## config.mk

```make
export PLATFORM = sky130hd
export DESIGN_NAME = spi_control_configuration
export DESIGN_NICKNAME = d
export VERILOG_FILES = /design/src/spi_ctrl_pkg.sv /design/src/spi_control_configuration.sv /design/src/spi_pin_sync.sv /design/src/spi_bit_timer.sv
export VERILOG_INCLUDE_DIRS = /design/src /design/src/src
export SDC_FILE = /design/constraint.sdc
export NUM_CORES = 1
export LEC_CHECK = 0
export BUFFER_PORTS_ARGS = -buffer_cell sky130_fd_sc_hd__buf_2
export CAP_MARGIN = 20
export CORE_ASPECT_RATIO = 0.8
export CORE_UTILIZATION = 30
export CTS_BUF_LIST = sky130_fd_sc_hd__clkbuf_2
export DETAILED_ROUTE_END_ITERATION = 16
export PLACE_DENSITY = 0.55
export SLEW_MARGIN = 5
export SYNTH_ARGS = -nofsm -noshare
export SYNTH_HDL_FRONTEND = slang
export SYNTH_SLANG_ARGS = --single-unit
```

## constraint.sdc

```tcl
create_clock -name sys_clk -period 10.35 [get_ports sys_clk]
set_clock_uncertainty 0.2 [all_clocks]
set_input_delay 2.5875 -clock sys_clk [delete_from_list [all_inputs] [get_ports sys_clk]]
set_output_delay 2.5875 -clock sys_clk [all_outputs]
set_load 0.02 [all_outputs]
```

## src/spi_ctrl_params.svh

```systemverilog
// Summary of operation
// [RQ1] Bit 7 set: interrupt while receive-full or mode-fault flag is set.
// [RQ2] Clearing enable halts transfer, clears buffers, rx-full, sets tx-empty.
// [RQ3] Bit 5 set: interrupt while transmit-empty flag is set.
// [RQ4] Bit 4 selects slave (0) or master (1).
// [RQ5] Bit 3 inverts the serial clock; 1 idles high.
// [RQ6] Bit 2: first clock edge mid first cycle (0) or at start (1).
// [RQ7] Bit 0 of control one: MSB first (0) or LSB first (1).
// [RQ8] Master select pin: GPIO, mode-fault input or automatic select output.
// [RQ9] Slave always uses select pin as active-low select input.
// [RQ10] Software never clears enable in the same write that changes phase.
// [RQ11] Control two implements bits 4,3,1,0; others read zero.
// [RQ12] Single-wire: output-enable bit 3 drives (1) or releases (0) line.
// [RQ13] Without single-wire mode the output-enable bit has no effect.
// [RQ14] Bit 0 of control two: single-wire on MISO (slave) or MOSI (master).
// [RQ15] Bit 1 of control two stops the port clocks in wait mode.
// [RQ16] While disabled, all four pins are released to general I/O.
// [RQ17] In single-wire mode the unused data pin is released.
// [RQ18] Control bits read back as written; writes act next cycle.
`ifndef SPI_CTRL_PARAMS_SVH
`define SPI_CTRL_PARAMS_SVH

// ==========================================================
// Register offsets
`define OFS_CTRL1 8'h00
`define OFS_CTRL2 8'h01
`define OFS_BAUD 8'h02
`define OFS_STATUS 8'h03
`define OFS_DATA 8'h04
`define OFS_EVT 8'h05
`define OFS_MASK 8'h06

// ==========================================================
// Control one fields
`define B_RXIE 7
`define B_EN 6
`define B_TXIE 5
`define B_MASTER_SELECT 4
`define B_CLOCK_POLARITY 3
`define B_CLOCK_PHASE 2
`define B_SELECT_OUTPUT_ENABLE 1
`define B_LSBF 0

// ==========================================================
// Control two fields
`define B_MODE_FAULT_ENABLE 4
`define B_SINGLE_WIRE_OUTPUT_ENABLE 3
`define B_SWAI 1
`define B_SINGLE_WIRE_SELECT 0
`define CTRL2_MASK 8'h1b

// ==========================================================
// Status, baud and event fields
`define B_ST_RXF 7
`define B_ST_TXE 5
`define B_ST_MODE_FAULT_FLAG 4
`define BAUD_MASK 8'h77
`define EV_RX 0
`define EV_MODE_FAULT_FLAG 1
`define EV_TXE 2

// ==========================================================
// Reset values and timing
`define RST_CTRL1 8'h00
`define RST_CTRL2 8'h00
`define RST_BAUD 8'h00
`define HALF_LAST 5'd16
`define BITS_LAST 4'd7

`endif

```

## src/spi_ctrl_pkg.sv

```systemverilog
package spi_ctrl_pkg;

   typedef enum logic {XFER_IDLE, XFER_RUN} xfer_t;

   typedef struct packed {
      logic [7:0] ctrl1;
      logic [7:0] ctrl2;
      logic [7:0] baud;
      logic [2:0] evt;
      logic [2:0] mask;
      logic [7:0] txBuf;
      logic [7:0] rxBuf;
      logic [7:0] sh;
      logic txFull;
      logic rxFull;
      logic txEmpty;
      logic mode_fault_flag;
      logic rxArm;
      logic modfArm;
      xfer_t xfer;
      logic [4:0] half;
      logic rxBit;
      logic [3:0] cnt;
      logic sclkPrev;
      logic [7:0] rdata;
      logic irq;
      logic sclkOut;
      logic sclkOeN;
      logic mosiOut;
      logic mosiOeN;
      logic misoOut;
      logic misoOeN;
      logic selNOut;
      logic selOeN;
   } state_t;

endpackage

```

## src/spi_control_configuration.sv

```systemverilog
// The register offsets and strobed register access were left to the implementer.
`timescale 1ns/100ps
`include "spi_ctrl_params.svh"
module spi_control_configuration
   import spi_ctrl_pkg::*;
(
   // Clock and reset
   input wire logic sys_clk,
   input wire logic rstn,
   // Register port
   input wire logic [7:0] regAddr,
   input wire logic [7:0] regWdata,
   input wire logic regWr,
   input wire logic regRd,
   output logic [7:0] regRdata,
   // Processor state
   input wire logic waitMode,
   // Interrupt
   output logic irq,
   // Serial clock pin
   input wire logic sclkIn,
   output logic sclkOut,
   output logic sclkOeN,
   // Master-out data pin
   input wire logic mosiIn,
   output logic mosiOut,
   output logic mosiOeN,
   // Master-in data pin
   input wire logic misoIn,
   output logic misoOut,
   output logic misoOeN,
   // Select pin, active low
   input wire logic selNIn,
   output logic selNOut,
   output logic selOeN
);

   state_t s_reg;
   state_t s_next;
   logic [4:0] pinSync;
   logic sclkS;
   logic mosiS;
   logic misoS;
   logic selNS;
   logic tick;
   logic timerRun;

   // ==========================================================
   // Shift one bit in at the end opposite the outgoing bit
   function automatic logic [7:0] shiftIn(input logic [7:0] v,
                                           input logic b,
                                           input logic lsbFirst);
      if (lsbFirst) begin
         shiftIn = {b, v[7:1]};
      end else begin
         shiftIn = {v[6:0], b};
      end
   endfunction

   // ==========================================================
   // Pin synchronisers
   spi_pin_sync #(
      .W(5)
   ) u_sync (
      .sys_clk(sys_clk),
      .rstn(rstn),
      .d({sclkIn, mosiIn, misoIn, selNIn, 1'b1}),
      .q(pinSync)
   );

   assign sclkS = pinSync[4];
   assign mosiS = pinSync[3];
   assign misoS = pinSync[2];
   assign selNS = pinSync[1];

   // ==========================================================
   // Master half-bit timer
   spi_bit_timer #(
      .CW(11)
   ) u_timer (
      .sys_clk(sys_clk),
      .rstn(rstn),
      .run(timerRun),
      .prescale(s_reg.baud[6:4]),
      .rate(s_reg.baud[2:0]),
      .tick(tick)
   );

   // ==========================================================
   // Next-state logic
   always_comb begin
      logic en;
      logic master_select;
      logic clock_polarity;
      logic clock_phase;
      logic lsbf;
      logic single_wire_select;
      logic single_wire_output_enable;
      logic mode_fault_enable;
      logic select_output_enable;
      logic run;
      logic wrData;
      logic inBit;
      logic edgeSeen;
      logic lead;
      logic sampleNow;
      logic outBit;
      logic [4:0] h;
      logic [7:0] v;
      en = 1'b0;
      master_select = 1'b0;
      clock_polarity = 1'b0;
      clock_phase = 1'b0;
      lsbf = 1'b0;
      single_wire_select = 1'b0;
      single_wire_output_enable = 1'b0;
      mode_fault_enable = 1'b0;
      select_output_enable = 1'b0;
      run = 1'b0;
      wrData = 1'b0;
      inBit = 1'b0;
      edgeSeen = 1'b0;
      lead = 1'b0;
      sampleNow = 1'b0;
      outBit = 1'b0;
      h = 5'h00;
      v = 8'h00;
      s_next = s_reg;
      s_next.rdata = 8'h00;

      // Register writes
      if (regWr) begin
         case (regAddr)
            `OFS_CTRL1: begin
               s_next.ctrl1 = regWdata; // [RQ18]
               if (s_reg.modfArm) begin
                  s_next.mode_fault_flag = 1'b0;
                  s_next.modfArm = 1'b0;
               end
            end
            `OFS_CTRL2: s_next.ctrl2 = regWdata & `CTRL2_MASK; // [RQ11]
            `OFS_BAUD: s_next.baud = regWdata & `BAUD_MASK;
            `OFS_DATA: begin
               wrData = 1'b1;
               s_next.txBuf = regWdata;
               s_next.txFull = 1'b1;
               s_next.txEmpty = 1'b0;
            end
            `OFS_EVT: s_next.evt = s_reg.evt & ~regWdata[2:0];
            `OFS_MASK: s_next.mask = regWdata[2:0];
            default: ;
         endcase
      end

      // Register reads
      if (regRd) begin
         case (regAddr)
            `OFS_CTRL1: s_next.rdata = s_reg.ctrl1; // [RQ18]
            `OFS_CTRL2: s_next.rdata = s_reg.ctrl2; // [RQ11]
            `OFS_BAUD: s_next.rdata = s_reg.baud;
            `OFS_STATUS: begin
               s_next.rdata[`B_ST_RXF] = s_reg.rxFull;
               s_next.rdata[`B_ST_TXE] = s_reg.txEmpty;
               s_next.rdata[`B_ST_MODE_FAULT_FLAG] = s_reg.mode_fault_flag;
               s_next.rxArm = s_reg.rxFull;
               s_next.modfArm = s_reg.mode_fault_flag;
            end
            `OFS_DATA: begin
               s_next.rdata = s_reg.rxBuf;
               if (s_reg.rxArm) begin
                  s_next.rxFull = 1'b0;
                  s_next.rxArm = 1'b0;
               end
            end
            `OFS_EVT: s_next.rdata = {5'h00, s_reg.evt};
            `OFS_MASK: s_next.rdata = {5'h00, s_reg.mask};
            default: s_next.rdata = 8'h00;
         endcase
      end

      // Live configuration
      en = s_reg.ctrl1[`B_EN];
      master_select = s_reg.ctrl1[`B_MASTER_SELECT]; // [RQ4]
      clock_polarity = s_reg.ctrl1[`B_CLOCK_POLARITY];
      clock_phase = s_reg.ctrl1[`B_CLOCK_PHASE];
      lsbf = s_reg.ctrl1[`B_LSBF]; // [RQ7]
      select_output_enable = s_reg.ctrl1[`B_SELECT_OUTPUT_ENABLE];
      single_wire_select = s_reg.ctrl2[`B_SINGLE_WIRE_SELECT];
      single_wire_output_enable = s_reg.ctrl2[`B_SINGLE_WIRE_OUTPUT_ENABLE];
      mode_fault_enable = s_reg.ctrl2[`B_MODE_FAULT_ENABLE];
      run = !(s_reg.ctrl2[`B_SWAI] && waitMode); // [RQ15]
      if (single_wire_select) begin
         inBit = master_select ? mosiS : misoS; // [RQ14]
      end else begin
         inBit = master_select ? misoS : mosiS;
      end

      // Transfer engine
      if (!en) begin
         s_next.xfer = XFER_IDLE; // [RQ2]
         s_next.half = 5'h00;
         s_next.cnt = 4'h0;
         s_next.sh = 8'h00;
         s_next.txBuf = 8'h00;
         s_next.rxBuf = 8'h00;
         s_next.txFull = 1'b0;
         s_next.rxFull = 1'b0;
         s_next.rxArm = 1'b0;
         s_next.txEmpty = 1'b1;
      end else if (run && master_select) begin
         if (mode_fault_enable && !select_output_enable && !selNS) begin
            s_next.mode_fault_flag = 1'b1; // [RQ8]
            s_next.evt[`EV_MODE_FAULT_FLAG] = 1'b1;
            s_next.xfer = XFER_IDLE;
            s_next.half = 5'h00;
         end else begin
            case (s_reg.xfer)
               XFER_IDLE: begin
                  if (s_reg.txFull) begin
                     s_next.sh = s_reg.txBuf;
                     s_next.txFull = wrData;
                     s_next.txEmpty = !wrData;
                     s_next.evt[`EV_TXE] = 1'b1;
                     s_next.xfer = XFER_RUN;
                     s_next.half = 5'h00;
                  end
               end
               XFER_RUN: begin
                  if (tick) begin
                     h = s_reg.half + 5'd1;
                     s_next.half = h;
                     if (h[0]) begin
                        s_next.rxBit = inBit; // [RQ6]
                     end else begin
                        v = shiftIn(s_reg.sh, s_reg.rxBit, lsbf); // [RQ7]
                        s_next.sh = v;
                        if (h == `HALF_LAST) begin
                           s_next.rxBuf = v;
                           s_next.rxFull = 1'b1;
                           s_next.evt[`EV_RX] = 1'b1;
                           s_next.xfer = XFER_IDLE;
                           s_next.half = 5'h00;
                        end
                     end
                  end
               end
               default: s_next.xfer = XFER_IDLE;
            endcase
         end
      end else if (run) begin
         // Slave: select pin always the select input
         if (s_reg.xfer == XFER_IDLE && s_reg.txFull) begin
            s_next.sh = s_reg.txBuf;
            s_next.txFull = wrData;
            s_next.txEmpty = !wrData;
            s_next.evt[`EV_TXE] = 1'b1;
            s_next.xfer = XFER_RUN;
         end
         edgeSeen = sclkS != s_reg.sclkPrev;
         lead = sclkS != clock_polarity; // [RQ5]
         sampleNow = clock_phase ? !lead : lead; // [RQ6]
         if (selNS) begin
            s_next.cnt = 4'h0; // [RQ9]
         end else if (edgeSeen && sampleNow) begin
            v = shiftIn(s_next.sh, inBit, lsbf); // [RQ7]
            s_next.sh = v;
            s_next.cnt = s_reg.cnt + 4'd1;
            if (s_reg.cnt == `BITS_LAST) begin
               s_next.cnt = 4'h0;
               s_next.rxBuf = v;
               s_next.rxFull = 1'b1;
               s_next.evt[`EV_RX] = 1'b1;
               s_next.xfer = XFER_IDLE;
            end
         end
      end
      s_next.sclkPrev = sclkS;

      // Pin drive; all released by default
      outBit = lsbf ? s_next.sh[0] : s_next.sh[7];
      s_next.sclkOut = 1'b0;
      s_next.sclkOeN = 1'b1;
      s_next.mosiOut = 1'b0;
      s_next.mosiOeN = 1'b1;
      s_next.misoOut = 1'b0;
      s_next.misoOeN = 1'b1;
      s_next.selNOut = 1'b1;
      s_next.selOeN = 1'b1;
      if (s_next.ctrl1[`B_EN]) begin // [RQ16]
         if (master_select) begin
            s_next.sclkOeN = 1'b0;
            s_next.sclkOut = clock_polarity ^ (s_next.xfer == XFER_RUN &&
               (clock_phase ? !s_next.half[0] : s_next.half[0])); // [RQ5]
            s_next.mosiOut = outBit;
            s_next.mosiOeN = single_wire_select && !single_wire_output_enable; // [RQ12] [RQ13] [RQ17]
            if (mode_fault_enable && select_output_enable) begin
               s_next.selOeN = 1'b0; // [RQ8]
               s_next.selNOut = s_next.xfer != XFER_RUN;
            end
         end else begin
            s_next.misoOut = outBit;
            s_next.misoOeN = selNS || (single_wire_select && !single_wire_output_enable); // [RQ12] [RQ17]
         end
      end

      // Interrupt request
      s_next.irq = (s_next.ctrl1[`B_RXIE] &&
                    (s_next.rxFull || s_next.mode_fault_flag)) || // [RQ1]
                   (s_next.ctrl1[`B_TXIE] && s_next.txEmpty) || // [RQ3]
                   |(s_next.evt & s_next.mask);
   end

   assign timerRun = s_reg.ctrl1[`B_EN] && s_reg.ctrl1[`B_MASTER_SELECT] &&
                     s_reg.xfer == XFER_RUN &&
                     !(s_reg.ctrl2[`B_SWAI] && waitMode);

   // ==========================================================
   // State register
   always_ff @(posedge sys_clk or negedge rstn) begin
      if (!rstn) begin
         s_reg <= '0;
         s_reg.ctrl1 <= `RST_CTRL1;
         s_reg.ctrl2 <= `RST_CTRL2;
         s_reg.baud <= `RST_BAUD;
         s_reg.txEmpty <= 1'b1;
         s_reg.xfer <= XFER_IDLE;
         s_reg.sclkOeN <= 1'b1;
         s_reg.mosiOeN <= 1'b1;
         s_reg.misoOeN <= 1'b1;
         s_reg.selNOut <= 1'b1;
         s_reg.selOeN <= 1'b1;
      end else begin
         s_reg <= s_next;
      end
   end

   // ==========================================================
   // Outputs
   assign regRdata = s_reg.rdata;
   assign irq = s_reg.irq;
   assign sclkOut = s_reg.sclkOut;
   assign sclkOeN = s_reg.sclkOeN;
   assign mosiOut = s_reg.mosiOut;
   assign mosiOeN = s_reg.mosiOeN;
   assign misoOut = s_reg.misoOut;
   assign misoOeN = s_reg.misoOeN;
   assign selNOut = s_reg.selNOut;
   assign selOeN = s_reg.selOeN;

endmodule

```

## src/spi_pin_sync.sv

```systemverilog
`timescale 1ns/100ps
module spi_pin_sync #(
   parameter int W = 5
) (
   // Clock and reset
   input wire logic sys_clk,
   input wire logic rstn,
   // Pins
   input wire logic [W-1:0] d,
   output logic [W-1:0] q
);
   logic [W-1:0] meta_reg;

   // ==========================================================
   // Two-stage synchroniser
   always_ff @(posedge sys_clk or negedge rstn) begin
      if (!rstn) begin
         meta_reg <= '0;
         q <= '0;
      end else begin
         meta_reg <= d;
         q <= meta_reg;
      end
   end
endmodule

```

## src/spi_bit_timer.sv

```systemverilog
`timescale 1ns/100ps
module spi_bit_timer #(
   parameter int CW = 11
) (
   // Clock and reset
   input wire logic sys_clk,
   input wire logic rstn,
   // Control
   input wire logic run,
   input wire logic [2:0] prescale,
   input wire logic [2:0] rate,
   // Half-bit pulse
   output logic tick
);
   logic [CW-1:0] cnt_reg;
   logic [CW-1:0] limit;

   // ==========================================================
   // Half period is (prescale+1) * 2^rate bus cycles
   assign limit = CW'(({{(CW-3){1'b0}}, prescale} + 1'b1) << rate);

   always_ff @(posedge sys_clk or negedge rstn) begin
      if (!rstn) begin
         cnt_reg <= '0;
         tick <= 1'b0;
      end else if (!run) begin
         cnt_reg <= '0;
         tick <= 1'b0;
      end else if (cnt_reg >= limit - 1'b1) begin
         cnt_reg <= '0;
         tick <= 1'b1;
      end else begin
         cnt_reg <= cnt_reg + 1'b1;
         tick <= 1'b0;
      end
   end
endmodule

```

==> flow_metrics.env <==
export IMPL_insertion_delay_ns=0.65
export IMPL_synth_edf_count=0
export IMPL_clkTransAtPathRegs_ns=0.29
export IMPL_power_leakage_nw=2.967
export IMPL_routed_wl_um=17910
export IMPL_postCtsSetupBuffers=0
export IMPL_grt_antenna_before_repair=0
export IMPL_wire_per_inst_um=19.62
export IMPL_drv_slew=0
export IMPL_cts_path_max_buffers=2
export IMPL_yosys_warnings=0
export IMPL_area_delta_synth_final_pct=8.167
export IMPL_syn_inst=627
export IMPL_yosys_area_share_xor_xnor_pct=2.935
export IMPL_hold_viol=0
export IMPL_ir_drop_v=0.00003595
export IMPL_layout_drive_gt1_share_pct=19.57
export IMPL_die_width_um=163.6
export IMPL_cts_tree="yes"
export IMPL_final_setup_viol_count=0
export IMPL_cts_repair_resized=0
export IMPL_path_class="in -> reg"
export IMPL_seq_area_mm2=0.002585
export IMPL_fin_area_mm2=0.006778
export IMPL_vias_per_cell=5.560
export IMPL_synth_mux_area_share_pct=14.70
export IMPL_netlist_area_mm2=0.006266
export IMPL_drc=0
export IMPL_grt_pass1_wl_um=28770
export IMPL_max_freq_ghz=0.2227
export IMPL_syn_avg_cell_area_um2=9.994
export IMPL_first_pass_iters=6
export IMPL_ioPinCount=42
export IMPL_rows=46
export IMPL_status="completed"
export IMPL_largest_register_ffs=66
export IMPL_nNetsFinal=686
export IMPL_postRouteAntennaNets=0
export IMPL_yosys_area_share_adder_pct=3.395
export IMPL_ys_seq_area_share_pct=41.25
export IMPL_grt_max_degree=69
export IMPL_ys_flop_type="dfrtp_1"
export IMPL_ctsHoldBuffers=0
export IMPL_syn_nets=669
export IMPL_placed_area_mm2=0.006646
export IMPL_hold_class="reg -> reg"
export IMPL_core_area_mm2=0.02014
export IMPL_cp_start_kind="primary input"
export IMPL_place_hpwl_um=13150
export IMPL_htreeDepth=3
export IMPL_total_power_w=0.0007093
export IMPL_period_minus_slack_ns=4.490
export IMPL_min_period_over_period_pct=43.38
export IMPL_grt_pass1_vias=4962
export IMPL_cp_max_fo=10
export IMPL_synth_compound_area_share_pct=17.13
export IMPL_cts_made_buffers=9
export IMPL_cts_sinks=103
export IMPL_gr_total_overflow=0
export IMPL_io_buffers=41
export IMPL_grt_use_total_pct=17.25
export IMPL_antenna_cells=0
export IMPL_start_util_pct=31.11
export IMPL_rsz0062_at_grt="no"
export IMPL_cp_data_arrival_time_ns=4.85
export IMPL_dieArea_mm2=0.02147
export IMPL_vias=5076
export IMPL_fp_dieH_um=131.3
export IMPL_cap_violations=0
export IMPL_fin_setup_tns_ns=0
export IMPL_yosys_area_share_simple_pct=16.51
export IMPL_required_ns=10.71
export IMPL_final_util_pct=33.65
export IMPL_worst_pin_slew_ns=0.8718
export IMPL_root_buffer="clkbuf_2"
export IMPL_slew_headroom_pct=41.88
export IMPL_fillers=2034
export IMPL_multi_input_area_mm2=0.003426
export IMPL_cp_end_kind="flip-flop"
export IMPL_place_congestion=0.8994
export IMPL_synth_async_reset_ratio_pct=100.0
export IMPL_synth_top_family_by_area="compound AO/OA/AOI/OAI gates"
export IMPL_powerDensity_mw_per_mm2=104.6
export IMPL_ys_types=71
export IMPL_first_iter_violations=424
export IMPL_synth_seq_cells=103
==> synthesized netlist by cell type (all sizes together) (7+ instances only) <==
library cell	number	area, µm²
a21oi	25	125.1
ha	17	212.7
nand2	51	191.4
dfrtp	97	2427
buf	17	108.8
clkbuf	25	93.84
a211oi	16	120.1
mux2i	41	410.4
nor2b	11	68.82
inv	14	52.55
a21o	8	60.06
nor2	33	123.9
nand3	29	145.1
nand4	8	50.05
xor2	15	131.4
o211ai	7	52.55
o21ai	30	150.1
a22oi	9	67.56
mux2	37	420.4
nor3	10	50.05
and3	8	50.05
nand2b	11	68.82
==> stage by stage <==
stage	hold WS [ns]	std cells	setup slack, ns
6_report	0.1861	913	5.860
3_5_place_dp	0.1363	896	5.196
3_3_place_gp	0.1325	896	5.222
5_1_grt	0.2082	913	5.645
4_1_cts	0.1918	912	5.928
2_1_floorplan	0.1312	627	5.500
==> per-layer routing <==
layer	wire length (µm)	part of all wire, %	global-route usage, %
met5	0	0	0
met1	9025	50	26.88
met4	297	1.7	4.270
met3	1115	6.2	3.946
met2	7474	42	23.45
==> final timing paths <==
| check | startpoint | endpoint | slack (ns) | cells past startpoint |
|---|---|---|---|---|
| max | regAddr[5] | irq | 5.86 | 6 |
| min | u_sync.meta_reg[4] | u_sync.q[4] | 0.19 | 0 |
| max reg2reg | s_reg[69] | u_timer.cnt_reg[8] | 6.11 | 12 |
| min reg2reg | u_sync.meta_reg[4] | u_sync.q[4] | 0.19 | 0 |
| max in group asynchronous | rstn | s_reg[70] | 7.01 | 2 |
| min in group asynchronous | rstn | s_reg[37] | 1.64 | 1 |
==> cells by family after synthesis <==
logic type	after synthesis
fa+ha+maj	17
mux	82
compound gates	153
xor+xnor	21
simple gates	195
flops	103
buf+inv	56
==> worst max-delay path, stage by stage <==
cell and delay [ns]:
buf_2 0.09, or4_4 0.58, nor4_4 0.71, mux2_2 0.43, a222oi_1 0.33, nand3_1 0.11
==> placed cells by master, fill, tap and decap left out, types with 4 or more instances in the layout <==
cell type  synthesis  final
and3b_1            4      4
o211ai_1           7      7
or2_2              5      5
a22o_1             5      5
nand2_1           51     51
o22ai_1            4      4
nor2_1            33     33
o21a_1             4      4
xnor2_1            6      6
and2_1             4      4
ha_1              17     17
a31oi_1            5      5
nand4_1            8      8
nor3b_1            4      4
a21oi_1           25     25
mux2_2            36     36
a211oi_1          16     16
nor2b_1           11     11
xor2_1            15     15
buf_2              3     40
o21ai_0           30     30
o31ai_1            6      6
mux2i_1           41     41
a22oi_1            9      9
dfrtp_1           97     97
a21o_1             8      8
inv_1             13     13
buf_4              9      7
mux4_2             4      4
nand3_1           29     29
clkbuf_2           0      9
dfstp_2            6      6
and3_1             8      8
clkinv_4           0      4
a32o_1             6      6
nand2b_1          11     11
nor3_1            10     10
==> power by group <==
part	internal, W	switching [W]	total (W)	leakage [nW]
sequential	0.000410	0.00000952	0.000420	1.39
clock	0.0000351	0.000147	0.000182	0.0640
combinational	0.0000386	0.0000690	0.000108	1.51
total	0.000484	0.000226	0.000709	2.97
==> final cells by class <==
cell class,count,share of cell area [%]
multi-input cells,468,50.54
flip-flops and latches,103,38.14
well taps,264,4.874
repair buffers,48,4.135
clock inverters,7,0.8676
inverters,14,0.7753
clock buffers,9,0.6646
No activity file was read; power rests on OpenSTA's default activity.
